==> src/design/lic_pkg.sv <==
// Purpose: Shared constants of the link and I/O setup register block
// Assumes: 20 MHz clock, 16-bit SPI frames
// Notes:   Field positions are bit indices inside the data byte
package lic_pkg;
  // Frame layout
  localparam int          LIC_FRAME_BITS = 16;
  localparam int          LIC_CMD_MSB    = 15;
  localparam int          LIC_CMD_LSB    = 14;
  localparam int          LIC_ADDR_MSB   = 13;
  localparam int          LIC_ADDR_LSB   = 9;
  localparam int          LIC_PAR_BIT    = 8;
  localparam logic [1:0]  LIC_CMD_WRITE  = 2'h1;
  localparam logic [4:0]  LIC_ADDR_LINK  = 5'h07;
  localparam logic [4:0]  LIC_ADDR_MISC  = 5'h08;
  localparam logic [7:0]  LIC_LINK_RST   = 8'h00;
  localparam logic [7:0]  LIC_MISC_RST   = 8'h00;
  // Link and I/O setup fields
  localparam int          LIC_IO1_OVOFF  = 7;
  localparam int          LIC_PIN2_MSB   = 6;
  localparam int          LIC_PIN2_LSB   = 5;
  localparam int          LIC_PIN1_MSB   = 4;
  localparam int          LIC_PIN1_LSB   = 3;
  localparam int          LIC_IO1_OEN    = 2;
  localparam int          LIC_IO0_OEN    = 1;
  localparam int          LIC_CYC_INV    = 0;
  // Miscellaneous setup fields
  localparam int          LIC_KEYED      = 7;
  localparam int          LIC_PARITY     = 6;
  localparam int          LIC_INT_LEVEL  = 5;
  localparam int          LIC_INT_NARROW = 4;
  localparam int          LIC_INT_FLASH  = 3;
  localparam int          LIC_DBG_MSB    = 2;
  localparam int          LIC_DBG_LSB    = 0;
  // Link pin function codes
  localparam logic [1:0]  LIC_PIN_OFF    = 2'h0;
  localparam logic [1:0]  LIC_PIN_PULLUP = 2'h1;
  localparam logic [1:0]  LIC_PIN_HSW    = 2'h2;
  // Interrupt pulse timing
  localparam int          LIC_CLK_KHZ    = 20000;
  localparam int          LIC_WIDE_US    = 100;
  localparam int          LIC_NARROW_US  = 25;
  localparam logic [10:0] LIC_WIDE_CYC   =
    11'(LIC_WIDE_US * LIC_CLK_KHZ / 1000);
  localparam logic [10:0] LIC_NARROW_CYC =
    11'(LIC_NARROW_US * LIC_CLK_KHZ / 1000);
endpackage

==> src/design/lic_init_regs.sv <==
// Purpose: SPI-written link pin and I/O setup plus miscellaneous setup
// Assumes: SPI pins and status inputs are synchronous to clock
// Notes:   SPI mode 0, MSB first, exactly 16 clocks per frame
`timescale 1ns/100ps
module lic_init_regs
  import lic_pkg::*;
(
  input  wire logic       clock,
  input  wire logic       rst_b,
  input  wire logic       sclk,
  input  wire logic       cs_b,
  input  wire logic       mosi,
  input  wire logic       init_mode,
  input  wire logic       vdd_ov,
  input  wire logic       vaux_ov,
  input  wire logic       io0_hs_req,
  input  wire logic       io0_ls_req,
  input  wire logic       io1_hs_req,
  input  wire logic       io1_ls_req,
  input  wire logic       low_power,
  input  wire logic       cyc_sense_sel,
  input  wire logic       cyc_active,
  input  wire logic       lp_request,
  input  wire logic       rnd_code_ok,
  input  wire logic       int_event,
  input  wire logic       int_ack,
  input  wire logic       flash_mode,
  input  wire logic       wd_half,
  input  wire logic [1:0] hw_safe_mode,
  output logic            miso_q,
  output logic            miso_oe_q,
  output logic            link_pin1_pullup_q,
  output logic            link_pin1_hsw_q,
  output logic            link_pin2_pullup_q,
  output logic            link_pin2_hsw_q,
  output logic            io0_hs_en_q,
  output logic            io0_ls_en_q,
  output logic            io1_hs_en_q,
  output logic            io1_ls_en_q,
  output logic            keyed_lowpower_entry_q,
  output logic            lp_enter_ok_q,
  output logic            int_b_q,
  output logic            dbg_check_en_q,
  output logic            dbg_mismatch_q,
  output logic [1:0]      safe_mode_q
);
  typedef enum logic [2:0] {
    LIC_SPI_IDLE  = 3'b001,
    LIC_SPI_SHIFT = 3'b010,
    LIC_SPI_OVER  = 3'b100
  } lic_spi_st_e;

  lic_spi_st_e spi_st_q;
  lic_spi_st_e spi_st_d;
  logic [15:0] frame_q;
  logic [4:0]  bit_cnt_q;
  logic [7:0]  tx_q;
  logic        sclk_q;
  logic        cs_b_q;
  logic [7:0]  link_io_q;
  logic [7:0]  misc_q;
  logic        sv_hs_q;
  logic        sv_ls_q;

  // Edge detection on the synchronous SPI inputs
  wire sclk_rise  = sclk && !sclk_q && !cs_b;
  wire sclk_fall  = !sclk && sclk_q && !cs_b;
  wire frame_beg  = cs_b_q && !cs_b;
  wire frame_end  = !cs_b_q && cs_b;
  wire full_frame = (spi_st_q == LIC_SPI_SHIFT) &&
                    (bit_cnt_q == 5'(LIC_FRAME_BITS));
  wire [4:0] addr = frame_q[LIC_ADDR_MSB:LIC_ADDR_LSB];
  wire [1:0] cmd  = frame_q[LIC_CMD_MSB:LIC_CMD_LSB];
  wire par_calc   = ^{frame_q[15:9], frame_q[7:0]};
  wire par_ok     = !misc_q[LIC_PARITY] ||
                    (par_calc == frame_q[LIC_PAR_BIT]);
  wire wr_try     = frame_end && full_frame && (cmd == LIC_CMD_WRITE);
  wire wr_ok      = wr_try && init_mode && par_ok;
  wire wr_link    = wr_ok && (addr == LIC_ADDR_LINK);
  wire wr_misc    = wr_ok && (addr == LIC_ADDR_MISC);
  // Read-back byte is picked once the whole command byte is in
  wire [4:0] addr_early = frame_q[LIC_ADDR_MSB-8:LIC_ADDR_LSB-8];
  wire [7:0] rd_byte = (addr_early == LIC_ADDR_LINK) ? link_io_q :
                       (addr_early == LIC_ADDR_MISC) ? misc_q : 8'h00;
  wire load_tx = sclk_fall && (bit_cnt_q == 5'h08);

  always_comb begin
    spi_st_d = spi_st_q;
    case (spi_st_q)
      LIC_SPI_IDLE:  if (frame_beg) spi_st_d = LIC_SPI_SHIFT;
      LIC_SPI_SHIFT: begin
        if (cs_b) begin
          spi_st_d = LIC_SPI_IDLE;
        end else if (sclk_rise && bit_cnt_q == 5'(LIC_FRAME_BITS)) begin
          spi_st_d = LIC_SPI_OVER; // Long frames are dropped
        end
      end
      LIC_SPI_OVER:  if (cs_b) spi_st_d = LIC_SPI_IDLE;
      default:       spi_st_d = LIC_SPI_IDLE;
    endcase
  end

  always_ff @(posedge clock or negedge rst_b) begin
    if (!rst_b) begin
      spi_st_q  <= LIC_SPI_IDLE;
      sclk_q    <= 1'b0;
      cs_b_q    <= 1'b1;
      frame_q   <= 16'h0000;
      bit_cnt_q <= 5'h00;
    end else begin
      spi_st_q <= spi_st_d;
      sclk_q   <= sclk;
      cs_b_q   <= cs_b;
      if (frame_beg) begin
        bit_cnt_q <= 5'h00;
      end else if (sclk_rise && spi_st_q == LIC_SPI_SHIFT) begin
        frame_q   <= {frame_q[14:0], mosi};
        bit_cnt_q <= bit_cnt_q + 5'h01;
      end
    end
  end

  always_ff @(posedge clock or negedge rst_b) begin
    if (!rst_b) begin
      tx_q      <= 8'h00;
      miso_q    <= 1'b0;
      miso_oe_q <= 1'b0;
    end else begin
      miso_oe_q <= !cs_b;
      if (cs_b) begin
        miso_q <= 1'b0;
      end else if (load_tx) begin
        miso_q <= rd_byte[7];
        tx_q   <= {rd_byte[6:0], 1'b0};
      end else if (sclk_fall && bit_cnt_q > 5'h08) begin
        miso_q <= tx_q[7];
        tx_q   <= {tx_q[6:0], 1'b0};
      end
    end
  end

  // Both registers clear on power-on reset
  always_ff @(posedge clock or negedge rst_b) begin
    if (!rst_b) begin
      link_io_q <= LIC_LINK_RST;
      misc_q    <= LIC_MISC_RST;
    end else begin
      if (wr_link) link_io_q <= frame_q[7:0];
      if (wr_misc) misc_q <= frame_q[7:0];
    end
  end

  // Pre-sleep I/O-0 state, frozen once low power is entered
  always_ff @(posedge clock or negedge rst_b) begin
    if (!rst_b) begin
      sv_hs_q <= 1'b0;
      sv_ls_q <= 1'b0;
    end else if (!low_power) begin
      sv_hs_q <= io0_hs_req;
      sv_ls_q <= io0_ls_req;
    end
  end

  wire [1:0] pin1_fn = link_io_q[LIC_PIN1_MSB:LIC_PIN1_LSB];
  wire [1:0] pin2_fn = link_io_q[LIC_PIN2_MSB:LIC_PIN2_LSB];
  wire cyc_on  = low_power && cyc_sense_sel;
  wire cyc_inv = link_io_q[LIC_CYC_INV];
  wire io1_cut = link_io_q[LIC_IO1_OVOFF] && (vdd_ov || vaux_ov);
  wire io1_ok  = link_io_q[LIC_IO1_OEN] && !io1_cut;
  wire io0_ok  = link_io_q[LIC_IO0_OEN];
  wire io0_hs_d = !io0_ok ? 1'b0 :
                  !cyc_on ? io0_hs_req :
                  cyc_active ? sv_hs_q :
                  cyc_inv && sv_ls_q;
  wire io0_ls_d = !io0_ok ? 1'b0 :
                  !cyc_on ? io0_ls_req :
                  cyc_active ? sv_ls_q :
                  cyc_inv && sv_hs_q;
  wire [2:0] dbg = misc_q[LIC_DBG_MSB:LIC_DBG_LSB];
  // 100..111 map to B3, B2, B1, A, encoded as 11, 10, 01, 00
  wire [1:0] safe_d = dbg[2] ? ~dbg[1:0] : hw_safe_mode;
  wire keyed = misc_q[LIC_KEYED];
  wire int_fire = int_event ||
                  (misc_q[LIC_INT_FLASH] && flash_mode && wd_half);

  always_ff @(posedge clock or negedge rst_b) begin
    if (!rst_b) begin
      link_pin1_pullup_q     <= 1'b0;
      link_pin1_hsw_q        <= 1'b0;
      link_pin2_pullup_q     <= 1'b0;
      link_pin2_hsw_q        <= 1'b0;
      io0_hs_en_q            <= 1'b0;
      io0_ls_en_q            <= 1'b0;
      io1_hs_en_q            <= 1'b0;
      io1_ls_en_q            <= 1'b0;
      keyed_lowpower_entry_q <= 1'b0;
      lp_enter_ok_q          <= 1'b0;
      dbg_check_en_q         <= 1'b0;
      dbg_mismatch_q         <= 1'b0;
      safe_mode_q            <= 2'h0;
    end else begin
      link_pin1_pullup_q     <= (pin1_fn == LIC_PIN_PULLUP);
      link_pin1_hsw_q        <= (pin1_fn == LIC_PIN_HSW);
      link_pin2_pullup_q     <= (pin2_fn == LIC_PIN_PULLUP);
      link_pin2_hsw_q        <= (pin2_fn == LIC_PIN_HSW);
      io0_hs_en_q            <= io0_hs_d;
      io0_ls_en_q            <= io0_ls_d;
      io1_hs_en_q            <= io1_ok && io1_hs_req;
      io1_ls_en_q            <= io1_ok && io1_ls_req;
      keyed_lowpower_entry_q <= keyed;
      lp_enter_ok_q <= lp_request && (!keyed || rnd_code_ok);
      dbg_check_en_q         <= dbg[2];
      dbg_mismatch_q         <= dbg[2] && (hw_safe_mode != ~dbg[1:0]);
      safe_mode_q            <= safe_d;
    end
  end

  lic_int_pulse u_int (
    .clock      (clock),
    .rst_b      (rst_b),
    .fire       (int_fire),
    .level_mode (misc_q[LIC_INT_LEVEL]),
    .narrow     (misc_q[LIC_INT_NARROW]),
    .ack        (int_ack),
    .int_b_q    (int_b_q)
  );
endmodule

==> src/design/lic_int_pulse.sv <==
// Purpose: Interrupt pin driver, timed low pulse or held low level
// Assumes: fire is a one-cycle request
// Notes:   A request during a running pulse is absorbed by it
`timescale 1ns/100ps
module lic_int_pulse
  import lic_pkg::*;
(
  input  wire logic clock,
  input  wire logic rst_b,
  input  wire logic fire,
  input  wire logic level_mode,
  input  wire logic narrow,
  input  wire logic ack,
  output logic      int_b_q
);
  typedef enum logic [2:0] {
    LIC_IP_IDLE  = 3'b001,
    LIC_IP_PULSE = 3'b010,
    LIC_IP_HOLD  = 3'b100
  } lic_ip_st_e;

  lic_ip_st_e  st_q;
  lic_ip_st_e  st_d;
  logic [10:0] cnt_q;
  logic [10:0] cnt_d;
  logic [10:0] w_q;
  logic [10:0] low_cnt_q;
  wire  [10:0] width_sel = narrow ? LIC_NARROW_CYC : LIC_WIDE_CYC;
  wire         done      = (cnt_q == 11'h001);

  always_comb begin
    st_d  = st_q;
    cnt_d = 11'h000;
    case (st_q)
      LIC_IP_IDLE: begin
        if (fire && level_mode) begin
          st_d = LIC_IP_HOLD;
        end else if (fire) begin
          st_d  = LIC_IP_PULSE;
          cnt_d = width_sel;
        end
      end
      LIC_IP_PULSE: begin
        cnt_d = cnt_q - 11'h001;
        if (done) begin
          st_d = LIC_IP_IDLE;
        end
      end
      // A new event in the ack cycle keeps the level low
      LIC_IP_HOLD: begin
        if (ack && !fire) begin
          st_d = LIC_IP_IDLE;
        end
      end
      default: st_d = LIC_IP_IDLE;
    endcase
  end

  always_ff @(posedge clock or negedge rst_b) begin
    if (!rst_b) begin
      st_q    <= LIC_IP_IDLE;
      cnt_q   <= 11'h000;
      w_q     <= 11'h000;
      int_b_q <= 1'b1;
    end else begin
      st_q    <= st_d;
      cnt_q   <= cnt_d;
      int_b_q <= (st_d == LIC_IP_IDLE);
      if (st_q == LIC_IP_IDLE && fire) begin
        w_q <= width_sel;
      end
    end
  end

  always_ff @(posedge clock or negedge rst_b) begin
    if (!rst_b) begin
      low_cnt_q <= 11'h000;
    end else begin
      low_cnt_q <= int_b_q ? 11'h000 : low_cnt_q + 11'h001;
    end
  end
endmodule

==> config.mk <==
export PLATFORM = sky130hd
export DESIGN_NAME = lic_init_regs
export DESIGN_NICKNAME = d
export VERILOG_FILES = /design/src/design/lic_pkg.sv /design/src/design/lic_init_regs.sv /design/src/design/lic_int_pulse.sv
export SDC_FILE = /design/constraint.sdc
export NUM_CORES = 1
export LEC_CHECK = 0
export ABC_AREA = 1
export BUFFER_PORTS_ARGS = -buffer_cell sky130_fd_sc_hd__clkbuf_2
export CORE_MARGIN = 2
export CORE_UTILIZATION = 45
export CTS_BUF_LIST = sky130_fd_sc_hd__clkbuf_4
export DETAILED_ROUTE_END_ITERATION = 8
export PLACE_DENSITY_LB_ADDON = 0.1
export SETUP_SLACK_MARGIN = 0.02
export SLEW_MARGIN = 20
export SYNTH_ARGS = -nofsm -noshare
export SYNTH_HDL_FRONTEND = slang
export SYNTH_SLANG_ARGS = --single-unit
==> constraint.sdc <==
create_clock -name clock -period 5 [get_ports clock]
set_input_delay 0.5 -clock clock [delete_from_list [all_inputs] [get_ports clock]]
set_output_delay 0.5 -clock clock [all_outputs]
set_load 0.02 [all_outputs]
# Word level (Yosys, flattened, before mapping)
# Index checks and enable logic that the tools add are counted.
[totals] register_bits=83 input_bits=23 word_cells=137 output_inout_bits=17
[op_classes] magnitude_cmp=1 n_bitwise=3 add_sub_neg=2 muxes=30 n_eq_ne=24 reduce_logical=49
[op_table] op="11-bit two-way mux" n=3
[op_table] op="8-bit two-way mux" n=4
[op_table] op="1-bit logical AND" n=30
[op_table] op="3-bit two-way mux" n=8
[op_table] op="11-bit one-hot mux with 2 select lines" n=1
[op_table] op="3-bit one-hot mux with 3 select lines" n=2
[op_table] op="5-bit by 4-bit equality test with 1-bit output (second input constant)" n=3
[op_table] op="15-bit XOR reduction" n=1
[op_table] op="11-bit by 1-bit equality test with 1-bit output (second input constant)" n=1
[op_table] op="11-bit by 1-bit subtractor with 11-bit output (second input constant)" n=1
[op_table] op="5-bit by 3-bit equality test with 1-bit output (second input constant)" n=2
[op_table] op="5-bit two-way mux" n=2
[op_table] op="3-bit by 1-bit equality test with 1-bit output (second input constant)" n=3
[op_table] op="1-bit two-way mux" n=9
[op_table] op="1-bit zero test" n=8
[op_table] op="2-bit by 1-bit equality test with 1-bit output (second input constant)" n=3
[op_table] op="3-bit by 2-bit equality test with 1-bit output (second input constant)" n=2
[op_table] op="3-bit equality test (second input constant)" n=2
[op_table] op="5-bit by 1-bit adder with 5-bit output (second input constant)" n=1
[op_table] op="5-bit equality test (second input constant)" n=1
[op_table] op="5-bit by 4-bit > comparator with 1-bit output (second input constant)" n=1
[op_table] op="2-bit equality test (second input constant)" n=2
[op_table] op="1-bit logical OR" n=4
[op_table] op="2-bit != test (second input constant)" n=2
[op_table] op="other kinds (10)" n=13

# Depth between registers and ports, before layout
# Gate-level depths: netlist (run 1).
[depth] word_depth=8 ltp_mapped=15 mapped_depth_nobuf=15

# Cells and area by module
# A second synthesis (run 1) with hierarchy kept.
[unflattened] cells_unflattened=480 hier_area_um2=4087.7
[by_module_without_submodules] module="lic_init_regs" cells_per_inst=370 seq_area_each_um2=1679.1 instances=1 area_per_inst_um2=3251.9
[by_module_without_submodules] module="lic_int_pulse" cells_per_inst=110 seq_area_each_um2=377.9 instances=1 area_per_inst_um2=835.8

# Worst setup path after synthesis (run 1)
# Ideal clock, no wire load.
[synth_timing] path_kind="register to register" from="register bit_cnt_q[0]" to="register link_io_q[5]" stages_incl_launch_ff=10 arrival_time_ps=1626 required_ps=4934 slack_ps=3308 path_cell_list="dfrtp_1 -> inv_1 -> ha_1 -> nand2_2 -> nor3_2 -> nand2_2 -> nor4_4 -> buf_4 -> nand4_1 -> nand2_1"
[synth_between] elab_chain_len=7
[synth_rtl] item="from (decl)" line="lic_init_regs.sv:56" text="logic [4:0] bit_cnt_q;"
[synth_rtl] item="from (signal assigned)" line="lic_init_regs.sv:118" text="bit_cnt_q <= bit_cnt_q + 5'h01;"
[synth_rtl] item="5-bit equality test" line="lic_init_regs.sv:71" text="(bit_cnt_q == 5'(LIC_FRAME_BITS));"
[synth_rtl] item="1-bit logical AND" line="lic_init_regs.sv:70" text="wire full_frame = (spi_st_q == LIC_SPI_SHIFT) &&"
[synth_rtl] item="1-bit logical AND (2 in series)" line="lic_init_regs.sv:77" text="wire wr_try = frame_end && full_frame && (cmd == LIC_CMD_WRITE);"
[synth_rtl] item="1-bit logical AND (2 in series)" line="lic_init_regs.sv:78" text="wire wr_ok = wr_try && init_mode && par_ok;"
[synth_rtl] item="1-bit logical AND" line="lic_init_regs.sv:79" text="wire wr_link = wr_ok && (addr == LIC_ADDR_LINK);"
[synth_rtl] item="to (signal assigned)" line="lic_init_regs.sv:148" text="if (wr_link) link_io_q <= frame_q[7:0];"
[synth_rtl] item="to (decl)" line="lic_init_regs.sv:60" text="logic [7:0] link_io_q;"
# No other way between the ends.
# A chain may end at the register's enable or synchronous reset.

# Final worst setup path (run 1)
[layout_timing] from="register spi_st_q[2]" to="register frame_q[7]"
[layout_between] elab_chain_len=3
[layout_rtl] item="from (decl)" line="lic_init_regs.sv:53" text="lic_spi_st_e spi_st_q;"
[layout_rtl] item="from (signal assigned)" line="lic_init_regs.sv:111" text="spi_st_q <= spi_st_d;"
[layout_rtl] item="3-bit by 2-bit equality test with 1-bit output" line="lic_init_regs.sv:116" text="end else if (sclk_rise && spi_st_q == LIC_SPI_SHIFT) begin"
[layout_rtl] item="1-bit logical AND" line="lic_init_regs.sv:116"
[layout_rtl] item="2-bit AND reduction (no line)"
[layout_rtl] item="to (signal assigned)" line="lic_init_regs.sv:117" text="frame_q <= {frame_q[14:0], mosi};"
[layout_rtl] item="to (decl)" line="lic_init_regs.sv:55" text="logic [15:0] frame_q;"
# No other way between the ends.

==> results of run 1 <==
[flip-flops by register name, summed over array words and instances (netlist names), 2 cells and up]
signal       flops
tx_q             7
link_io_q        8
safe_mode_q      2
misc_q           8
frame_q         16
u_int.st_q       3
spi_st_q         3
bit_cnt_q        5
u_int.cnt_q     11
[cell usage in the layout (no fill, tap or decap), types with 3 or more instances in the layout]
| cell type | count |
|---|---|
| inv_1 | 60 |
| nor3_1 | 8 |
| nor2_2 | 4 |
| dfstp_2 | 4 |
| nand4_1 | 20 |
| o21ai_0 | 28 |
| inv_2 | 5 |
| o31ai_1 | 3 |
| nand3_1 | 15 |
| nand2_1 | 105 |
| clkbuf_2 | 38 |
| ha_1 | 8 |
| nor2_1 | 31 |
| a21oi_1 | 20 |
| nand2_2 | 10 |
| o21ai_1 | 4 |
| dfrtp_1 | 78 |
| clkbuf_4 | 9 |
| mux2_2 | 3 |
| xor2_1 | 9 |
| nor3_2 | 3 |
| o22ai_1 | 4 |
[cells in the mapped netlist (3+ instances only)]
cell / number / area share
dfrtp_1: 78 / 0.49
nor2_2: 4 / 0.0063
nor2_1: 31 / 0.029
dfstp_2: 4 / 0.027
nand2_1: 105 / 0.099
o31ai_1: 3 / 0.0057
nand3_1: 15 / 0.019
inv_2: 5 / 0.0047
nand2_2: 10 / 0.016
inv_1: 60 / 0.057
a21oi_1: 20 / 0.025
mux2_2: 3 / 0.0085
nand4_1: 20 / 0.032
nor3_2: 3 / 0.0076
ha_1: 8 / 0.025
o21ai_1: 4 / 0.0051
o21ai_0: 28 / 0.035
o22ai_1: 4 / 0.0063
nor3_1: 8 / 0.010
xor2_1: 9 / 0.020
clkbuf_1: 5 / 0.0047
[critical path, cell delays in order, from the launching register on]
cell	delay, ns
dfrtp_1	0.43
nor3_2	0.22
nand2_1	0.12
nor2_2	0.24
nand2_1	0.54
mux2_2	0.47
[power groups by stage]
stage	Clock, mW	Combinational, mW	Sequential [mW]
final	0.349	0.372	0.781
after global routing	0.383	0.445	0.791
after CTS	0.366	0.378	0.781
after detailed placement	0	0.376	0.794
after global placement	0	0.363	0.791
after floorplan	0	0.300	0.777
[cells by family after synthesis]
group / count (synthesis) / share of synthesized area
xor+xnor: 11 / 0.0243
simple gates: 204 / 0.243
flops: 82 / 0.519
buf+inv: 75 / 0.0774
mux: 5 / 0.0136
fa+ha+maj: 8 / 0.0253
compound gates: 68 / 0.0973
[final cells by class]
type,instances,share of cell area
Sequential cell,82,0.472
Clock buffer,9,0.0155
Inverter,65,0.0560
Tap cell,108,0.0310
Clock inverter,7,0.0118
Multi-Input combinational cell,296,0.367
Timing Repair Buffer,39,0.0463
[per-layer routing]
layer | GRT usage | wire (µm)
met1 | 0.231 | 3800
met2 | 0.269 | 3450
met3 | 0.0301 | 185
met4 | 0.0577 | 110
met5 | 0 | 0
[metrics by stage]
step | power (mW) | setup WS [ns]
2_1_floorplan | 1.08 | 3.31
3_3_place_gp | 1.15 | 2.80
3_5_place_dp | 1.17 | 2.75
4_1_cts | 1.53 | 2.83
5_1_grt | 1.62 | 2.61
6_report | 1.50 | 2.87
[final timing paths]
| check | startpoint | endpoint | cells after the start |
|---|---|---|---|
| max | spi_st_q[2]$_DFFE_PN0P_ | frame_q[7]$_DFFE_PN0P_ | 5 |
| min | rst_b | io1_hs_en_q$_DFF_PN0_ | 1 |
| max reg2reg | spi_st_q[2]$_DFFE_PN0P_ | frame_q[7]$_DFFE_PN0P_ | 5 |
| min reg2reg | misc_q[2]$_DFFE_PN0P_ | dbg_check_en_q$_DFF_PN0_ | 0 |
| max in group asynchronous | rst_b | frame_q[13]$_DFFE_PN0P_ | 1 |
| min in group clock | cs_b | cs_b_q$_DFF_PN1_ | 1 |
==> results.tsv, run 1 <==
metric	value	unit
ys_warn_count	0	
clock_skew	0.0228	ns
cts_root_buf	clkbuf_4	
syn_nets	484	
switching_share	0.360	
chipHeight	97.8	µm
fin_crit	2.13	ns
synthCells	453	
die_area	0.00957	mm²
path_max_fanout	31	
async_reset_ff_frac	1.00	
cap_violations	0	
ios	40	
post_cts_hold_buffer_count	0	
drt_pre_antenna_iters	4	
start_kind	flip-flop	
synth-edff-count	0	
synth.distinct_cells	38	
r2r_setup_slack	2.87	ns
p_clk_frac	0.232	
grt_setup_unrepaired	false	
clkTransAtPathRegs	0.15	ns
final.setup.tns	0	ns
drive_above_1_share	0.177	
viasPerCell	4.89	
ant_nets	0	
vias	2966	
wirelength	7.55	mm
grt_pass1_vias	2875	
antenna_cells	0	
max_freq	0.471	GHz
h-tree-depth	3	
p_per_area	345	mW/mm²
placement_rows	34	
area_delta_synth_final	9.91	%
worstSetupPathType	flip-flop to flip-flop	
fin_crit_sh	0.425	
gp_congestion	0.792	
route.detailed.drc	0	
status	completed	
mappedNetlistArea	0.00396	mm²
place_inst	590	
ys_seq_elements	82	
finalMaxSlewViolations	0	
wl_per_cell	12.5	µm
grt_usage	0.168	
hpwl	5.46	mm
die_w	97.8	µm
hold_ws	0.0633	ns
drtIter0Drc	79	
setup_violations	0	
finalHoldViolCount	0	
core	0.00864	mm²
antenna_found_initial	0	
ir_worst_vdd	238	µV
io_buffers	39	
power_frac_seq	0.520	
clk_latency	0.43	ns
cp.arrival	2.45	ns
numCtsBuffers	9	
cts_resized	0	
cts_tree	yes	
tightestPinTransition	0.826	ns
grt_first_pass_wirelength	13.1	mm
worstHoldPathType	input pin to asynchronous set/reset pin	
nets	524	
grt_max_degree	83	
grt_overflow	0	
clock_path_buffers	2	
multi_input_area	0.00160	mm²
ys_seq_area_frac	0.519	
postPlaceCellArea	0.00423	mm²
p_leak	2.22	nW
cp-end-kind	flip-flop	
p_int	961	µW
p_comb_frac	0.248	
synth_flop_cell	dfrtp_1	
postCtsSetupRepairBufs	0	
syn_avg_cell_area	8.75	µm²
instances_no_fill	606	
crit_required	5.32	ns
p_switching	542	µW
fin_util	0.504	
clock_sinks	82	
maxSlewHeadroom	0.445	
start_util	0.459	
fillers	853	
design_area	0.00436	mm²
register_area	0.00206	mm²
No activity file was read; power rests on OpenSTA's default activity.
==> run 2, diff against run 1 <==
==> constraint.sdc (replaced) <==
create_clock -name clock -period 2 [get_ports clock]
set_input_delay 0.2 -clock clock [delete_from_list [all_inputs] [get_ports clock]]
set_output_delay 0.2 -clock clock [all_outputs]
set_load 0.02 [all_outputs]
==> run 2 against run 1 <==
Effect of this change:
- sequential power grew to 2.5 times the previous value
- sequential share of layout area is 2.2 points lower
- clock skew is 0.0020 ns lower
- largest power group unchanged
- first-iteration DRC count is 32% higher
- critical path type unchanged
==> results.tsv, run 2 (synthesis results as in run 1) <==
metric	value	unit	change
largest_register_ffs	16		unchanged
cp-end-kind	flip-flop		
postPlaceCellArea	0.00431	mm²	+1.8%
wirelength	8.01	mm	+6.2%
antenna_found_initial	0		unchanged
drtIter0Drc	104		+32%
clkTransAtPathRegs	0.12	ns	-0.03 ns
p_leak	2.33	nW	+4.7%
core	0.00864	mm²	unchanged
largest_register	frame_q		
grt_setup_unrepaired	false		
cap_violations	0		unchanged
clock_skew	0.0208	ns	-0.00200 ns
timing.critical_path.cells	inv_1 > ha_1 > nand2_2 > nor3_2 > nand2_2 > nor4_1 > buf_4 > nand3_4 > nand2_1 > nand2_1		
drive_above_1_share	0.194		+0.0171
p_switching	1.46	mW	+170%
gp_congestion	0.840		+6.0%
power.total	4.11	mW	+170%
p_clk_frac	0.225		-0.007
cp.arrival	2.14	ns	-0.31 ns
nets	542		+3.4%
tightestPinTransition	0.517	ns	-0.308 ns
chipHeight	97.8	µm	unchanged
start_kind	flip-flop		
ant_nets	0		unchanged
vias	3066		+3.4%
viasPerCell	4.91		+0.39%
grt_usage	0.176		+0.00859
cp_slowest_stage_delay	0.44	ns	-0.10 ns
p_int	2.64	mW	+170%
grt_max_degree	45		-46%
die_area	0.00957	mm²	unchanged
clock_path_buffers	2		unchanged
maxSlewHeadroom	0.655		+0.210
route.detailed.drc	0		unchanged
start_util	0.459		unchanged
final_cell_mix	102 x nand2_1, 78 x dfrtp_1, 60 x inv_1		
power_frac_seq	0.477		-0.043
setup_violations	0		unchanged
path_max_fanout	8		-74%
finalMaxSlewViolations	0		unchanged
cts_tree	yes		
antenna_cells	0		unchanged
clk_latency	0.41	ns	-0.02 ns
h-tree-depth	3		unchanged
final.setup.tns	0	ns	unchanged
layout.cells.most_common	nand2_1		
placement_rows	34		unchanged
grt_first_pass_wirelength	13.7	mm	+5.0%
top_regs	frame_q x16, u_int.cnt_q x11		
worstHoldPathType	input pin to flip-flop		
finalHoldViolCount	0		unchanged
design_area	0.00457	mm²	+5.0%
clock_sinks	82		unchanged
fin_crit	1.84	ns	-0.284 ns
wl_per_cell	12.8	µm	+3.1%
worst_path_max_delay_cell	dfrtp_1		
fillers	804		-5.7%
switching_share	0.357		-0.00384
ir_worst_vdd	699	µV	+190%
worstSetupPathType	flip-flop to flip-flop		
p_comb_frac	0.298		+0.050
fin_crit_sh	0.921		+0.496
hpwl	5.85	mm	+7.0%
status	completed		
grt_pass1_vias	2972		+3.4%
area_delta_synth_final	15.4	%	
cts_root_buf	clkbuf_4		
max_freq	0.543	GHz	+15%
die_w	97.8	µm	unchanged
io_buffers	39		unchanged
p_per_area	898	mW/mm²	+160%
numCtsBuffers	9		unchanged
ios	40		unchanged
crit_required	2.30	ns	-3.02 ns
drt_pre_antenna_iters	4		unchanged
grt_overflow	0		unchanged
[run 2: through the flow]
stage | std cells | setup WS [ns] | hold slack (ns) | utilization
floorplan | 453 | 0.308 | -0.0956 | -
global placement | 597 | 0.223 | 0.211 | 0.499
detailed placement | 597 | 0.144 | 0.213 | 0.499
CTS | 620 | 0.120 | 0.000856 | 0.522
global route | 624 | 0.00559 | 0.00796 | 0.529
finish | 624 | 0.158 | 0.0311 | 0.529
[run 2: power groups by stage]
stage	logic, mW	registers (mW)	clock network (mW)
2_1_floorplan	0.750	1.94	0
3_3_place_gp	0.943	1.98	0
3_5_place_dp	0.969	1.99	0
4_1_cts	0.980	1.96	0.969
5_1_grt	1.38	1.98	1.03
6_report	1.23	1.96	0.924
[run 2: worst max-delay path, delay by kind of cell (launching register included)]
family,cells,cell delay [ns]
flip-flops,1,0.44
adder cells (fa/ha/maj),1,0.20
AND/OR/NAND/NOR,7,0.84
buffers and inverters,2,0.26
[run 2: layout make-up]
class / count / area, µm² / area share
repair buffers: 55 / 360 / 0.0788
flip-flops and latches: 82 / 2060 / 0.450
clock inverters: 7 / 60.1 / 0.0131
well taps: 108 / 135 / 0.0296
inverters: 65 / 244 / 0.0534
multi-input cells: 298 / 1650 / 0.360
clock buffers: 9 / 67.6 / 0.0148
[run 2: per-layer routing]
metal  global-route usage  up-vias  share of wire  wire, µm
met5                    0        -              0         0
met4               0.0673        0          0.013       102
met3               0.0336       12          0.039       313
met2                0.272       58           0.47      3750
met1                0.248     1398           0.48      3840
li1                     -     1598              -         -
[run 2: repair_timing]
item | CTS | global route
hold endpoints to repair | 41 | 0
hold buffers | 7 | 0
buffers inserted | 0 | 2
endpoints found under the setup margin | 0 | 16
gates resized for setup | 0 | 6
[run 2: final timing paths]
| path | cells after the start | from | end | slack, ns |
|---|---|---|---|---|
| setup / recovery | 10 | bit_cnt_q[0]$_DFFE_PN0P_ | misc_q[2]$_DFFE_PN0P_ | 0.16 |
| min in group asynchronous | 2 | rst_b | io0_hs_en_q$_DFF_PN0_ | 0.28 |
| max in group asynchronous | 3 | rst_b | u_int.st_q[0]$_DFF_PN1_ | 1.04 |
| hold / removal | 2 | io0_hs_req | sv_hs_q$_DFFE_PN0N_ | 0.03 |
| hold reg to reg | 1 | link_io_q[4]$_DFFE_PN0P_ | link_pin1_pullup_q$_DFF_PN0_ | 0.46 |
| setup reg to reg | 10 | bit_cnt_q[0]$_DFFE_PN0P_ | misc_q[2]$_DFFE_PN0P_ | 0.16 |
